===== src/inc/ufm_pkg.sv =====
// Purpose: Shared constants and types for the four-mode serial port.
// Assumes: One 50 MHz system clock; timer overflow pulses arrive on that clock.
// Notes:   Divider counts are terminal values, one less than the divide ratio; bit counts are not.
package ufm_pkg;

    typedef enum logic [1:0] {
        MODE_SYNC   = 2'b00,
        MODE_ASYNC8 = 2'b01,
        MODE_FIXED9 = 2'b10,
        MODE_VAR9   = 2'b11
    } ufm_mode_e;

    // Baud source select codes, one field per direction.
    localparam logic [1:0] SEL_T8  = 2'h0;
    localparam logic [1:0] SEL_T16A = 2'h1;
    localparam logic [1:0] SEL_T16B = 2'h2;
    localparam logic [1:0] SEL_T16C = 2'h3;

    // Synchronous mode: one bit every twelve system clocks.
    localparam logic [3:0] M0_LAST   = 4'hb;
    localparam logic [3:0] M0_HALF   = 4'h6;
    // Asynchronous modes: sixteen baud ticks per bit.
    localparam logic [3:0] OVS_LAST  = 4'hf;
    localparam logic [3:0] OVS_MID   = 4'h7;
    // Fixed-rate mode: a tick every 4 clocks (clk/64) or every 2 (clk/32).
    localparam logic [1:0] FIX_SLOW  = 2'h3;
    localparam logic [1:0] FIX_FAST  = 2'h1;

    // Bits per frame as shifted by the transmitter; BITS_STOP is the count during the last bit before stop.
    localparam logic [3:0] BITS_SYNC = 4'h8;
    localparam logic [3:0] BITS_8N1  = 4'ha;
    localparam logic [3:0] BITS_9N1  = 4'hb;
    localparam logic [3:0] BITS_STOP = 4'h2;
    // Bits after the start bit as sampled by the receiver.
    localparam logic [3:0] RX_BITS8  = 4'h9;
    localparam logic [3:0] RX_BITS9  = 4'ha;

endpackage : ufm_pkg


===== src/hdl/ufm_uart.sv =====
// Purpose: Four-mode serial port with multiprocessor address recognition.
// Assumes: Software strobes are one-cycle pulses on clk; timer overflows arrive as pulses.
// Notes:   Control bits are plain ports; the shift engine is shared by all transmit work
//          and by synchronous reception, since the synchronous mode is half duplex.
`timescale 1ns/10ps
`default_nettype none
// Behaviour
// - Synchronous mode shifts data on serial_in_pin and drives shift clock on serial_out_pin.
// - Synchronous write sends eight bits LSB first; transmit-done at end of eighth.
// - Synchronous receive starts when enabled and receive-done clear; flag one cycle after bit eight.
// - Synchronous bit time is twelve clocks; serial_in_pin is only pulled low.
// - 8-bit asynchronous frame: start, eight data LSB first, stop.
// - 8-bit mode loads byte and stop only if receive-done clear and, with multiprocessor enable set, stop valid.
// - Asynchronous write starts sending; transmit-done set as the stop bit begins.
// - Asynchronous receiver accepts a frame any time while receive enable is set.
// - Interrupt request follows either done flag when enabled.
// - One baud pulse per selected timer overflow, per second overflow for the 8-bit timer without double bit; separate transmit and receive selects.
// - 8-bit timer gives overflow/32, or overflow/16 with double bit; bit resets low.
// - 16-bit timers give overflow/16.
// - 9-bit frames: start, eight data LSB first, ninth from control bit, stop.
// - 9-bit receive stores ninth bit; loads only if flag clear and, with multiprocessor enable set, address rules pass.
// - Fixed 9-bit mode runs at clk/64, or clk/32 with double bit.
// - Variable 9-bit mode uses 9-bit framing with timer baud generation.
// - Address match compares only bits where the mask is one.
// - Broadcast address is address OR mask; its zero bits are ignored.
// - Done flags stay set until software clears them.
// - Asynchronous overrun on unread byte replaced; framing error on low stop bit.
// - Writing data while a transfer runs sets the collision flag.
module ufm_uart (
    input  wire logic               clk,
    input  wire logic               sys_rst,
    input  wire ufm_pkg::ufm_mode_e mode,
    input  wire logic               receive_enable_bit,
    input  wire logic               multiproc_enable,
    input  wire logic               baud_double_bit,
    input  wire logic               transmit_ninth_bit,
    input  wire logic               tx_baud_select_hi,
    input  wire logic               tx_baud_select_lo,
    input  wire logic               rx_baud_select_hi,
    input  wire logic               rx_baud_select_lo,
    input  wire logic [7:0]         slave_address_reg,
    input  wire logic [7:0]         slave_address_mask,
    input  wire logic               irq_enable,
    input  wire logic [3:0]         timer_ovf,
    input  wire logic               data_write,
    input  wire logic [7:0]         data_write_byte,
    input  wire logic               data_read,
    input  wire logic               clear_tx_done,
    input  wire logic               clear_rx_done,
    input  wire logic               clear_overrun,
    input  wire logic               clear_framing,
    input  wire logic               clear_collision,
    input  wire logic               serial_in_pin,
    output logic                    serial_in_pin_out,
    output logic                    serial_in_pin_oe,
    output logic                    serial_out_pin,
    output logic [7:0]              serial_data_buffer,
    output logic                    received_ninth_bit,
    output logic                    transmit_done_flag,
    output logic                    receive_done_flag,
    output logic                    receive_overrun_flag,
    output logic                    framing_error_flag,
    output logic                    transmit_collision_flag,
    output logic                    irq
);
    typedef enum logic [1:0] {
        SH_IDLE = 2'b00,
        SH_ATX  = 2'b01,
        SH_M0TX = 2'b10,
        SH_M0RX = 2'b11
    } ufm_shift_e;

    ufm_shift_e sh_state;
    logic [3:0] phase;
    logic [3:0] bits;
    logic [10:0] shreg;
    logic       rx_meta;
    logic       rx_s;
    logic       m0_fin;
    logic       unread;
    logic       tx_tick;
    logic       rx_tick;
    logic       rx_done;
    logic [7:0] rx_data;
    logic       rx_ninth;
    logic       rx_stop;

    wire is_sync   = (mode == ufm_pkg::MODE_SYNC);
    wire is_nine   = mode[1];
    wire idle      = (sh_state == SH_IDLE);
    wire in_sync   = (sh_state == SH_M0TX) || (sh_state == SH_M0RX);
    // In the synchronous mode the engine ticks every clock and counts twelve per bit.
    wire sh_tick   = is_sync || tx_tick;
    wire [3:0] last = in_sync ? ufm_pkg::M0_LAST : ufm_pkg::OVS_LAST;
    wire phase_end = sh_tick && (phase == last) && !idle;
    wire m0_sample = (sh_state == SH_M0RX) && (phase == ufm_pkg::M0_HALF);
    wire start_tx  = data_write && idle;
    wire collide   = data_write && !idle;
    wire m0rx_go   = is_sync && receive_enable_bit && !receive_done_flag && idle && !data_write && !m0_fin;

    // Transmit-done moment differs: start of stop bit when asynchronous, end of bit eight when not.
    wire ti_async  = (sh_state == SH_ATX) && phase_end && (bits == ufm_pkg::BITS_STOP);
    wire ti_sync   = (sh_state == SH_M0TX) && phase_end && (bits == 4'h1);
    wire set_ti    = ti_async || ti_sync;

    // Masked and broadcast address checks.
    wire [7:0] bcast     = slave_address_reg | slave_address_mask;
    wire       hit_mask  = (((rx_data ^ slave_address_reg) & slave_address_mask) == 8'h00);
    wire       hit_bcast = ((rx_data & bcast) == bcast);
    wire       addr_hit  = hit_mask || hit_bcast;
    // Acceptance for asynchronous frames.
    wire       mp_ok     = is_nine ? (rx_ninth && addr_hit) : rx_stop;
    wire       rx_accept = rx_done && !receive_done_flag && (!multiproc_enable || mp_ok);
    wire       rx_load   = rx_accept || m0_fin;
    wire       set_ri    = rx_load;

    wire [10:0] tx_frame = is_sync ? {3'b111, data_write_byte} :
                           is_nine ? {1'b1, transmit_ninth_bit, data_write_byte, 1'b0} :
                                     {2'b11, data_write_byte, 1'b0};
    wire [3:0]  tx_bits  = is_sync ? ufm_pkg::BITS_SYNC : is_nine ? ufm_pkg::BITS_9N1 : ufm_pkg::BITS_8N1;

    // Shift clock is low for the first half of each bit, high for the second.
    wire next_clk_pin = !(in_sync && (phase < ufm_pkg::M0_HALF));
    wire next_out_pin = is_sync ? next_clk_pin : ((sh_state == SH_ATX) ? shreg[0] : 1'b1);
    wire next_in_oe   = (sh_state == SH_M0TX) && !shreg[0];

    ufm_baud u_baud (
        .clk             (clk),
        .sys_rst         (sys_rst),
        .mode            (mode),
        .baud_double_bit (baud_double_bit),
        .tx_sel          ({tx_baud_select_hi, tx_baud_select_lo}),
        .rx_sel          ({rx_baud_select_hi, rx_baud_select_lo}),
        .timer_ovf       (timer_ovf),
        .tx_tick         (tx_tick),
        .rx_tick         (rx_tick)
    );

    ufm_rx u_rx (
        .clk    (clk),
        .sys_rst(sys_rst),
        .enable (receive_enable_bit && !is_sync),
        .nine   (is_nine),
        .tick   (rx_tick),
        .rxd    (rx_s),
        .done   (rx_done),
        .data   (rx_data),
        .ninth  (rx_ninth),
        .stop   (rx_stop)
    );

    // The pin comes from outside; two flops before anything reads it.
    always_ff @(posedge clk) begin
        if (sys_rst) begin
            rx_meta <= 1'b1;
            rx_s    <= 1'b1;
        end else begin
            rx_meta <= serial_in_pin;
            rx_s    <= rx_meta;
        end
    end

    // Shift engine for all transmit frames and synchronous reception.
    always_ff @(posedge clk) begin
        if (sys_rst) begin
            sh_state <= SH_IDLE;
            phase    <= 4'h0;
            bits     <= 4'h0;
            shreg    <= 11'h7ff;
            m0_fin   <= 1'b0;
        end else begin
            m0_fin <= 1'b0;
            if (idle) begin
                phase <= 4'h0;
                if (start_tx) begin
                    shreg    <= tx_frame;
                    bits     <= tx_bits;
                    sh_state <= is_sync ? SH_M0TX : SH_ATX;
                end else if (m0rx_go) begin
                    bits     <= ufm_pkg::BITS_SYNC;
                    sh_state <= SH_M0RX;
                end
            end else if (sh_tick) begin
                phase <= (phase == last) ? 4'h0 : phase + 4'h1;
                // Received bits enter at the top, so the first lands in bit 0.
                if (m0_sample) begin
                    shreg <= {3'b111, rx_s, shreg[7:1]};
                    bits  <= bits - 4'h1;
                    if (bits == 4'h1) begin
                        m0_fin   <= 1'b1;
                        sh_state <= SH_IDLE;
                    end
                end else if (phase_end && (sh_state != SH_M0RX)) begin
                    shreg <= {1'b1, shreg[10:1]};
                    bits  <= bits - 4'h1;
                    if (bits == 4'h1) begin
                        sh_state <= SH_IDLE;
                    end
                end
            end
        end
    end

    // Pins; the open-drain line is only ever pulled low.
    always_ff @(posedge clk) begin
        if (sys_rst) begin
            serial_out_pin    <= 1'b1;
            serial_in_pin_out <= 1'b0;
            serial_in_pin_oe  <= 1'b0;
        end else begin
            serial_out_pin    <= next_out_pin;
            serial_in_pin_out <= 1'b0;
            serial_in_pin_oe  <= next_in_oe;
        end
    end

    // Receive buffer loads only on accepted frames.
    always_ff @(posedge clk) begin
        if (sys_rst) begin
            serial_data_buffer <= 8'h00;
            received_ninth_bit <= 1'b0;
        end else if (m0_fin) begin
            serial_data_buffer <= shreg[7:0];
        end else if (rx_accept) begin
            serial_data_buffer <= rx_data;
            received_ninth_bit <= is_nine ? rx_ninth : rx_stop;
        end
    end

    // Flags: hardware set wins over a clear in the same cycle; nothing else clears them.
    always_ff @(posedge clk) begin
        if (sys_rst) begin
            transmit_done_flag      <= 1'b0;
            receive_done_flag       <= 1'b0;
            receive_overrun_flag    <= 1'b0;
            framing_error_flag      <= 1'b0;
            transmit_collision_flag <= 1'b0;
            unread                  <= 1'b0;
            irq                     <= 1'b0;
        end else begin
            transmit_done_flag      <= set_ti || (transmit_done_flag && !clear_tx_done);
            receive_done_flag       <= set_ri || (receive_done_flag && !clear_rx_done);
            // Overrun: an accepted byte replaces one software never read.
            receive_overrun_flag    <= (rx_accept && unread && !data_read) ||
                                       (receive_overrun_flag && !clear_overrun);
            framing_error_flag      <= (rx_done && !rx_stop) || (framing_error_flag && !clear_framing);
            transmit_collision_flag <= collide || (transmit_collision_flag && !clear_collision);
            unread                  <= rx_load || (unread && !data_read);
            // Interrupt follows the flags while enabled.
            irq                     <= irq_enable && (transmit_done_flag || receive_done_flag);
        end
    end

    collide_flag_a: assert property (@(posedge clk) disable iff (sys_rst)
        data_write && !idle && !phase_end && !m0_sample |=> transmit_collision_flag && $stable(shreg))
        else $error("collision not flagged or transfer disturbed");

    async_start_a: assert property (@(posedge clk) disable iff (sys_rst)
        data_write && idle && !is_sync |=> sh_state == SH_ATX && !shreg[0])
        else $error("asynchronous write did not start a frame with a start bit");

    ti_stop_a: assert property (@(posedge clk) disable iff (sys_rst)
        ti_async |=> transmit_done_flag && shreg[0])
        else $error("transmit done not set at stop bit");

    m0_rate_a: assert property (@(posedge clk) disable iff (sys_rst)
        in_sync && phase == 4'h0 && $past(phase) == 4'hb |-> ##6 (phase == 4'h6 || idle))
        else $error("synchronous bit time wrong");

    m0_done_a: assert property (@(posedge clk) disable iff (sys_rst)
        m0_sample && bits == 4'h1 |=> ##1 receive_done_flag && !in_sync)
        else $error("synchronous receive done not set one cycle after last bit");

    odrain_a: assert property (@(posedge clk) disable iff (sys_rst)
        serial_in_pin_oe |-> !serial_in_pin_out && $past(sh_state) == SH_M0TX)
        else $error("open-drain pin driven outside synchronous transmit");

    ri_hold_a: assert property (@(posedge clk) disable iff (sys_rst)
        receive_done_flag && !clear_rx_done |=> receive_done_flag)
        else $error("receive done cleared without software");

    irq_follow_a: assert property (@(posedge clk) disable iff (sys_rst)
        irq_enable && (transmit_done_flag || receive_done_flag) |=> irq)
        else $error("interrupt request missing");

    full_hold_a: assert property (@(posedge clk) disable iff (sys_rst)
        rx_done && receive_done_flag |=> $stable(serial_data_buffer))
        else $error("buffer loaded while receive done set");

    frame_err_a: assert property (@(posedge clk) disable iff (sys_rst)
        rx_done && !rx_stop |=> framing_error_flag)
        else $error("framing error not flagged");

endmodule : ufm_uart
`default_nettype wire


===== src/hdl/ufm_baud.sv =====
// Purpose: Baud tick generation for both directions of the serial port.
// Assumes: Overflow inputs are one-cycle pulses from timers on clk.
// Notes:   Ticks run at sixteen per bit; the 8-bit timer path halves its rate unless doubled.
`timescale 1ns/10ps
`default_nettype none
module ufm_baud (
    input  wire logic               clk,
    input  wire logic               sys_rst,
    input  wire ufm_pkg::ufm_mode_e mode,
    input  wire logic               baud_double_bit,
    input  wire logic [1:0]         tx_sel,
    input  wire logic [1:0]         rx_sel,
    input  wire logic [3:0]         timer_ovf,
    output logic                    tx_tick,
    output logic                    rx_tick
);
    function automatic logic pick(input logic [1:0] sel, input logic [3:0] ovf);
        return ovf[sel];
    endfunction : pick

    logic [1:0] half;
    logic [1:0] pre;
    wire  [1:0] sel_ovf  = {pick(rx_sel, timer_ovf), pick(tx_sel, timer_ovf)};
    wire  [1:0] is_t8    = {rx_sel == ufm_pkg::SEL_T8, tx_sel == ufm_pkg::SEL_T8};
    wire        fix_tick = (pre == 2'h0);
    logic [1:0] var_tick;

    genvar d;
    generate
        for (d = 0; d < 2; d++) begin : g_dir
            // The 8-bit timer gives 1/32 of its overflow rate by default, 1/16 when doubled.
            // The 16-bit timers always give 1/16, one tick per overflow.
            assign var_tick[d] = sel_ovf[d] && (!is_t8[d] || baud_double_bit || half[d]);
            always_ff @(posedge clk) begin
                if (sys_rst) begin
                    half[d] <= 1'b0;
                end else if (sel_ovf[d] && is_t8[d]) begin
                    half[d] <= ~half[d];
                end
            end
        end
    endgenerate

    // Fixed-rate mode ticks at clk/4 or clk/2, giving clk/64 or clk/32 per bit.
    always_ff @(posedge clk) begin
        if (sys_rst) begin
            pre <= ufm_pkg::FIX_SLOW;
        end else if (fix_tick) begin
            pre <= baud_double_bit ? ufm_pkg::FIX_FAST : ufm_pkg::FIX_SLOW;
        end else begin
            pre <= pre - 2'h1;
        end
    end

    // The variable 9-bit mode shares the timer path of the 8-bit mode.
    assign tx_tick = (mode == ufm_pkg::MODE_FIXED9) ? fix_tick : var_tick[0];
    assign rx_tick = (mode == ufm_pkg::MODE_FIXED9) ? fix_tick : var_tick[1];

endmodule : ufm_baud
`default_nettype wire


===== src/hdl/ufm_rx.sv =====
// Purpose: Asynchronous frame receiver with sixteen-times oversampling.
// Assumes: rxd is already synchronised to clk.
// Notes:   A start bit still high at mid-bit is taken as noise and dropped.
`timescale 1ns/10ps
`default_nettype none
module ufm_rx (
    input  wire logic       clk,
    input  wire logic       sys_rst,
    input  wire logic       enable,
    input  wire logic       nine,
    input  wire logic       tick,
    input  wire logic       rxd,
    output logic            done,
    output logic [7:0]      data,
    output logic            ninth,
    output logic            stop
);
    typedef enum logic [1:0] {
        RX_IDLE  = 2'b00,
        RX_START = 2'b01,
        RX_BITS  = 2'b10
    } ufm_rx_state_e;

    ufm_rx_state_e state;
    logic          prev;
    logic [3:0]    cnt;
    logic [3:0]    left;
    logic [9:0]    sh;

    wire fall   = prev && !rxd;
    wire mid    = tick && (cnt == ufm_pkg::OVS_MID);
    wire bitend = tick && (cnt == ufm_pkg::OVS_LAST);

    // Frames are caught whenever enabled; start is the falling edge.
    always_ff @(posedge clk) begin
        if (sys_rst) begin
            state <= RX_IDLE;
            prev  <= 1'b1;
            cnt   <= 4'h0;
            left  <= 4'h0;
            sh    <= 10'h000;
            done  <= 1'b0;
        end else begin
            prev <= rxd;
            done <= 1'b0;
            if (tick) begin
                cnt <= cnt + 4'h1;
            end
            unique case (state)
                RX_IDLE: begin
                    cnt <= 4'h0;
                    if (enable && fall) begin
                        state <= RX_START;
                    end
                end
                RX_START: begin
                    if (mid) begin
                        cnt   <= 4'h0;
                        left  <= nine ? ufm_pkg::RX_BITS9 : ufm_pkg::RX_BITS8;
                        state <= rxd ? RX_IDLE : RX_BITS;
                    end
                end
                RX_BITS: begin
                    // Sample each bit at its centre, sixteen ticks apart.
                    if (bitend) begin
                        sh   <= {rxd, sh[9:1]};
                        left <= left - 4'h1;
                        if (left == 4'h1) begin
                            done  <= 1'b1;
                            state <= RX_IDLE;
                        end
                    end
                end
            endcase
        end
    end

    // Bits enter at the top, so a shorter 8-bit frame leaves its byte one place higher.
    // The stop bit always ends in the top bit.
    assign data  = nine ? sh[7:0] : sh[8:1];
    assign ninth = sh[8];
    assign stop  = sh[9];

endmodule : ufm_rx
`default_nettype wire


===== config.mk =====
export PLATFORM = sky130hd
export DESIGN_NAME = ufm_uart
export DESIGN_NICKNAME = d
export VERILOG_FILES = /design/src/inc/ufm_pkg.sv /design/src/hdl/ufm_uart.sv /design/src/hdl/ufm_baud.sv /design/src/hdl/ufm_rx.sv
export SDC_FILE = /design/constraint.sdc
export NUM_CORES = 1
export LEC_CHECK = 0
export BUFFER_PORTS_ARGS = -buffer_cell sky130_fd_sc_hd__clkbuf_2
export CAP_MARGIN = 20
export CORE_MARGIN = 5
export CORE_UTILIZATION = 60
export CTS_CLUSTER_DIAMETER = 50
export DETAILED_ROUTE_END_ITERATION = 7
export PLACE_DENSITY = 0.85
export RECOVER_POWER = 50
export SLEW_MARGIN = 20
export SYNTH_ARGS = -nofsm -noshare
export SYNTH_HDL_FRONTEND = slang
export SYNTH_HIERARCHICAL = 1
export SYNTH_SLANG_ARGS = --single-unit

===== constraint.sdc =====
create_clock -name clk -period 4.3 [get_ports clk]
set_input_delay 0.86 -clock clk [delete_from_list [all_inputs] [get_ports clk]]
set_output_delay 0.86 -clock clk [all_outputs]
set_load 0.005 [all_outputs]

# Word-level counts from Yosys, hierarchy flattened
# Index checks and enable logic that the tools add are counted.
[totals] regBits=68 latchBits=0 mem_bits_rw=0 mem_bits_ro=0 word_cells=216 mem_count=0
[classes] addsub=5 n_mul=0 div_mod_pow=0 n_lt_le_gt_ge=3 eq_ne=21 shift=0 n_mux=55 n_bitwise=11 n_reduce_logical=94
[ops] cell="$mux W11" n=5
[ops] cell="$mux W4" n=11
[ops] cell="$logic_and A1 B1 Y1" n=39
[ops] cell="$mux W2" n=17
[ops] cell="$mux W8" n=3
[ops] cell="$mux W10" n=2
[ops] cell="$logic_not A1 Y1" n=18
[ops] cell="$logic_or A1 B1 Y1" n=17
[ops] cell="$and A8 B8 Y8" n=2
[ops] cell="$pmux W4 S2" n=2
[ops] cell="$logic_not A2 Y1" n=6
[ops] cell="$mux W1" n=11
[ops] cell="$ne A2 B1 Y1 const B" n=5
[ops] cell="$reduce_and A3 Y1" n=3
[ops] cell="$add A4 B1 Y4 const B" n=2
[ops] cell="$eq A2 B2 Y1 const B" n=4
[ops] cell="$eq A4 B1 Y1 const B" n=2
[ops] cell="$eq A4 B3 Y1 const B" n=2
[ops] cell="$eq A8 B8 Y1" n=1
[ops] cell="$logic_not A8 Y1" n=1
[ops] cell="$or A8 B8 Y8" n=1
[ops] cell="$sub A4 B1 Y4 const B" n=2
[ops] cell="$xor A8 B8 Y8" n=1
[ops] cell="$not A1 Y1" n=7
[ops] cell="other kinds (19)" n=25

# Longest topological paths before layout
[depth] word_depth=14 ltp_mapped=10 depth_no_buf=8

# Hierarchy
# Netlist, hierarchy kept.
[modules_own_cells] mod="ufm_uart" n_inst=1 cells_per_inst=273 area_each_um2=2347.3 seq_area_each_um2=820.8
[modules_own_cells] mod="ufm_rx" n_inst=1 cells_per_inst=133 area_each_um2=1169.9 seq_area_each_um2=440.4
[modules_own_cells] mod="ufm_baud" n_inst=1 cells_per_inst=28 area_each_um2=244.0 seq_area_each_um2=80.1

# Worst setup path after synthesis
# Ideal clock, no wire load.
[synth_timing] kind="input port to flip-flop" startpoint="input port mode[1]" endpoint="register serial_data_buffer[0]" setup_ns=0.137 arrival_time_ns=2.656 required_ns=4.163 path_slack_ns=1.507 cell_stages=7 path_buffers=1 path_cell_list="clkbuf_1 mux2_2 xor2_1 a22oi_1 nand4_1 a2111oi_0 a211oi_1"
[synth_between] elab_chain_cells=10 elab_cells_between_ends=14 classes_between="eq/ne (1); mux (4); bitwise (3); reduce/logical (6)"
[synth_lines] item="start, declared" line="ufm_uart.sv:32" text="input wire ufm_pkg::ufm_mode_e mode,"
[synth_lines] item="$mux W8 *" line="ufm_rx.sv:80" text="assign data = nine ? sh[7:0] : sh[8:1];"
[synth_lines] item="net rx_data[7]" line="ufm_uart.sv:84" text="logic [7:0] rx_data;"
[synth_lines] item="$xor A8 B8 Y8" line="ufm_uart.sv:108" text="wire hit_mask = (((rx_data ^ slave_address_reg) & slave_address_mask) == 8'h00);"
[synth_lines] item="$and A8 B8 Y8" line="ufm_uart.sv:108"
[synth_lines] item="$logic_not A8 Y1" line="ufm_uart.sv:108"
[synth_lines] item="$logic_or A1 B1 Y1 *" line="ufm_uart.sv:110" text="wire addr_hit = hit_mask || hit_bcast;"
[synth_lines] item="$logic_and A1 B1 Y1 *" line="ufm_uart.sv:112" text="wire mp_ok = is_nine ? (rx_ninth && addr_hit) : rx_stop;"
[synth_lines] item="$mux W1 *" line="ufm_uart.sv:112"
[synth_lines] item="$logic_or A1 B1 Y1 *" line="ufm_uart.sv:113" text="wire rx_accept = rx_done && !receive_done_flag && (!multiproc_enable || mp_ok);"
[synth_lines] item="$logic_and A1 B1 Y1 *" line="ufm_uart.sv:113"
[synth_lines] item="$reduce_bool A2 Y1 (no source line) *"
[synth_lines] item="end signal, assigned" line="ufm_uart.sv:223" text="serial_data_buffer <= shreg[7:0];"
[synth_lines] item="end signal, assigned" line="ufm_uart.sv:225" text="serial_data_buffer <= rx_data;"
[synth_lines] item="end, declared" line="ufm_uart.sv:57" text="output logic [7:0] serial_data_buffer,"
# Mark *: on every way through the listed nets, which the timed path passes. The rest lies on a longest branch. The select of a mux whose other input is x is not followed.
# A chain may end at the register's enable or synchronous reset.

# Final worst setup path
[layout_timing] startpoint="input port mode[1]" endpoint="register shreg[4]"
[layout_between] elab_chain_cells=8 elab_cells_between_ends=13 classes_between="eq/ne (1); mux (4); reduce/logical (8)"
[layout_lines] item="$eq A2 B2 Y1 *" line="ufm_baud.sv:56" text="assign tx_tick = (mode == ufm_pkg::MODE_FIXED9) ? fix_tick : var_tick[0];"
[layout_lines] item="$mux W1 *" line="ufm_baud.sv:56"
[layout_lines] item="net tx_tick" line="ufm_uart.sv:81" text="logic tx_tick;"
[layout_lines] item="$logic_or A1 B1 Y1 *" line="ufm_uart.sv:93" text="wire sh_tick = is_sync || tx_tick;"
[layout_lines] item="$logic_and A1 B1 Y1 (2 in series)" line="ufm_uart.sv:95" text="wire phase_end = sh_tick && (phase == last) && !idle;"
[layout_lines] item="$logic_and A1 B1 Y1" line="ufm_uart.sv:193" text="end else if (phase_end && (sh_state != SH_M0RX)) begin"
[layout_lines] item="$reduce_bool A3 Y1 (no source line)"
[layout_lines] item="$reduce_and A3 Y1 (no source line) *"
[layout_lines] item="end signal, assigned" line="ufm_uart.sv:176" text="shreg <= tx_frame;"
[layout_lines] item="end signal, assigned" line="ufm_uart.sv:187" text="shreg <= {3'b111, rx_s, shreg[7:1]};"
[layout_lines] item="end signal, assigned" line="ufm_uart.sv:194" text="shreg <= {1'b1, shreg[10:1]};"
[layout_lines] item="end, declared" line="ufm_uart.sv:76" text="logic [10:0] shreg;"
# Marks and branches as above.

==> flow_metrics.env <==
export IMPL_drv_cap=0
export IMPL_htree_num_levels=3
export IMPL_cts_sinks=67
export IMPL_synth_distinct_cells=71
export IMPL_drt_initial_drc_count=220
export IMPL_num_fill_cells=519
export IMPL_synthArstFlopShare_pct=0
export IMPL_power_mw=1.488
export IMPL_worst_pin_slew_ns=1.225
export IMPL_design_area_sq_um=4183
export IMPL_grt_pass1_vias=3359
export IMPL_p_leak_nw=1.644
export IMPL_fmax_ghz=0.3064
export IMPL_die_area_sq_um=7952
export IMPL_worst_hold_slack_ns=0.4258
export IMPL_synth_xor_area_share_pct=3.959
export IMPL_cts_buffer_depth=2
export IMPL_worstPathMaxFanout=19
export IMPL_netlist_instances=434
export IMPL_clk_pin_slew_ns=0.07
export IMPL_num_rows=28
export IMPL_vias=3415
export IMPL_syn_area_per_cell_sq_um=8.666
export IMPL_antenna_cells=0
export IMPL_viasPerCell=6.034
export IMPL_synthFlopType="dfxtp_1"
export IMPL_grt_pass1_wl_um=15400
export IMPL_post_cts_buffers=0
export IMPL_finClkSkew_ns=0.006396
export IMPL_slew_headroom_pct=18.02
export IMPL_synth_compound_area_share_pct=25.02
export IMPL_post_cts_resized=0
export IMPL_r2r_slack_ns=1.71
export IMPL_setup_viol=0
export IMPL_io_buffers=65
export IMPL_grt_max_degree=48
export IMPL_fin_nets=547
export IMPL_synth_edf_count=0
export IMPL_hp_class="register to register"
export IMPL_r2r_end="shreg[4]"
export IMPL_gp_congestion=0.9550
export IMPL_synth_most_common_cell="dfxtp_1"
export IMPL_clk_latency_ns=0.34
export IMPL_rsz0062_at_grt="false"
export IMPL_dp_cells=551
export IMPL_cts_root_buf="clkbuf_8"
export IMPL_utilization_pct=69.82
export IMPL_cts_buffers=9
export IMPL_yosys_area_top_type="dfxtp_1"
export IMPL_crit_type="input port to register"
export IMPL_antenna_found_initial=0
export IMPL_die_w_um=89.18
export IMPL_power_density_nw_per_um2=355.8
export IMPL_synth_common_cells="67 x dfxtp_1, 39 x nor2_1, 34 x nand2_1"
export IMPL_vdd_drop_max_v=0.0002484
export IMPL_arrival_ns=3.49
export IMPL_ys_warn_count=6
export IMPL_fin_crit_sh_pct=75.89
export IMPL_synth_area_leaders="dfxtp_1 36%, nor2_1 3.9%, a211oi_1 3.8%"
export IMPL_cts_hold_fix_buffers=0
export IMPL_chipHeight_um=89.18
export IMPL_synth_top_family_by_area="compound AO/OA/AOI/OAI gates"
export IMPL_crit_path_start_kind="input port"
export IMPL_synth_simple_gate_area_share_pct=20.36
export IMPL_syn_nets=494
export IMPL_drtPass1Iterations=4
export IMPL_syn_to_final_growth_pct=11.21
export IMPL_cts_tree="built"
export IMPL_dpl_hpwl_um=6708
export IMPL_core_area_sq_um=5991
export IMPL_min_from="rx_meta"
export IMPL_initial_core_util_pct=62.78
export IMPL_grt_ovfl_total=0
export IMPL_rr_worst_depth=8
export IMPL_synth_mux_area_share_pct=5.323
export IMPL_grt_use_total_pct=24.69
export IMPL_r2r_start="u_baud/half[0]"
export IMPL_fin_ws_ns=1.037
export IMPL_ys_seq_area_share_pct=35.66
export IMPL_io_pin_count=67
export IMPL_finalCriticalPeriod_ns=3.263
export IMPL_synthAdderAreaFrac_pct=3.659
export IMPL_place_ws_ns=0.8960
export IMPL_hold_violations=0
export IMPL_slew_violations=0
export IMPL_drive_gt1_share_pct=18.53
export IMPL_ant_nets=0
export IMPL_status="finished clean"
export IMPL_dpl_cell_area_sq_um=4051
export IMPL_drcViolationCount=0
export IMPL_routed_wl_um=9218
export IMPL_crit_required_ns=4.53
export IMPL_endpoint_kind="register"
export IMPL_hold_depth=1
export IMPL_whs_endpoint="rx_s"
export IMPL_final_cells=566
export IMPL_synth_cell_area_sq_um=3761
export IMPL_tns_ns=0
export IMPL_synth_top_area_share_pct=35.66
export IMPL_wl_per_cell_um=16.29
export IMPL_ys_seq_elements=67
[report_power, final]
part	switching [mW]	total [mW]	internal (mW)
sequential	0.0427	0.708	0.665
combinational	0.175	0.305	0.129
clock	0.224	0.476	0.252
total	0.442	1.49	1.05
[registers in the layout (all words and copies together), names as in the netlist, 2 cells and up]
name	cells
u_baud/pre	2
u_rx/cnt	4
serial_data_buffer	8
bits	4
u_rx/left	4
phase	4
u_baud/half	2
shreg	10
u_rx/sh	10
sh_state	2
u_rx/state	2
[metal layers]
metal  vias to the layer above  track usage [%]  part of all wire, %
met5                         -                0                    0
met4                         0            7.848                  1.4
met3                        16            5.806                  6.6
met2                        94            42.67                   49
met1                      1603            30.31                   43
li1                       1702                -                    -
[area by class of cell]
type / instances / area (sq um) / area share, %
multi-input cells: 321 / 2165 / 51.75
flip-flops and latches: 67 / 1341 / 32.07
repair buffers: 67 / 325.3 / 7.777
clock buffers: 13 / 168.9 / 4.038
well taps: 75 / 93.84 / 2.243
inverters: 21 / 78.83 / 1.885
clock inverters: 2 / 10.01 / 0.2393
[worst max-delay path, stage by stage]
cell	delay, ns
clkbuf_2	0.29
nand2b_1	0.26
o311ai_0	0.21
and3_1	0.22
o21bai_1	0.31
a41oi_1	0.32
a31o_1	0.60
a211oi_1	0.11
a211o_1	0.30
[placed cells by master, fill, tap and decap left out, types with 3 or more instances in the layout]
| cell | synthesis | routed |
|---|---|---|
| a2111oi_0 | 9 | 9 |
| a211o_1 | 7 | 7 |
| a211oi_1 | 19 | 19 |
| a21oi_1 | 22 | 22 |
| a22oi_1 | 5 | 5 |
| a31oi_1 | 4 | 4 |
| and3_1 | 7 | 7 |
| clkbuf_1 | 14 | 12 |
| clkbuf_2 | 0 | 53 |
| clkbuf_8 | 0 | 12 |
| dfxtp_1 | 67 | 67 |
| ha_1 | 11 | 11 |
| inv_1 | 20 | 20 |
| mux2_2 | 8 | 7 |
| mux2i_1 | 11 | 11 |
| nand2_1 | 34 | 34 |
| nand2b_1 | 6 | 6 |
| nand3_1 | 11 | 11 |
| nand3b_1 | 4 | 4 |
| nand4_1 | 5 | 5 |
| nor2_1 | 39 | 40 |
| nor2b_1 | 6 | 6 |
| nor3_1 | 7 | 7 |
| o21ai_0 | 17 | 18 |
| o21bai_1 | 4 | 5 |
| o22ai_1 | 6 | 6 |
| o311ai_0 | 0 | 3 |
| or2_2 | 4 | 3 |
| or3_1 | 3 | 3 |
| xnor2_1 | 5 | 5 |
| xor2_1 | 12 | 12 |
[cells by family (layout without fill, tap and decap cells)]
kind of cell | Yosys count | in the layout
AO/OA/AOI/OAI | 128 | 128
XOR/XNOR | 17 | 17
adder cells (fa/ha/maj) | 11 | 11
buffers and inverters | 46 | 103
flip-flops | 67 | 67
multiplexers | 19 | 19
other | 1 | 1
AND/OR/NAND/NOR | 145 | 145
[worst max-delay path by stage]
stage,start,endpoint,slack (ns),depth (start not counted)
3_5_place_dp,mode[1],shreg[4],0.90,9
3_3_place_gp,mode[1],shreg[4],1.04,9
4_1_cts,mode[1],shreg[4],1.21,9
5_1_grt,mode[1],shreg[0],0.85,9
6_report,mode[1],shreg[4],1.04,9
2_1_floorplan,mode[1],serial_data_buffer[0],1.51,7
Power figures use the tool's default switching activity.
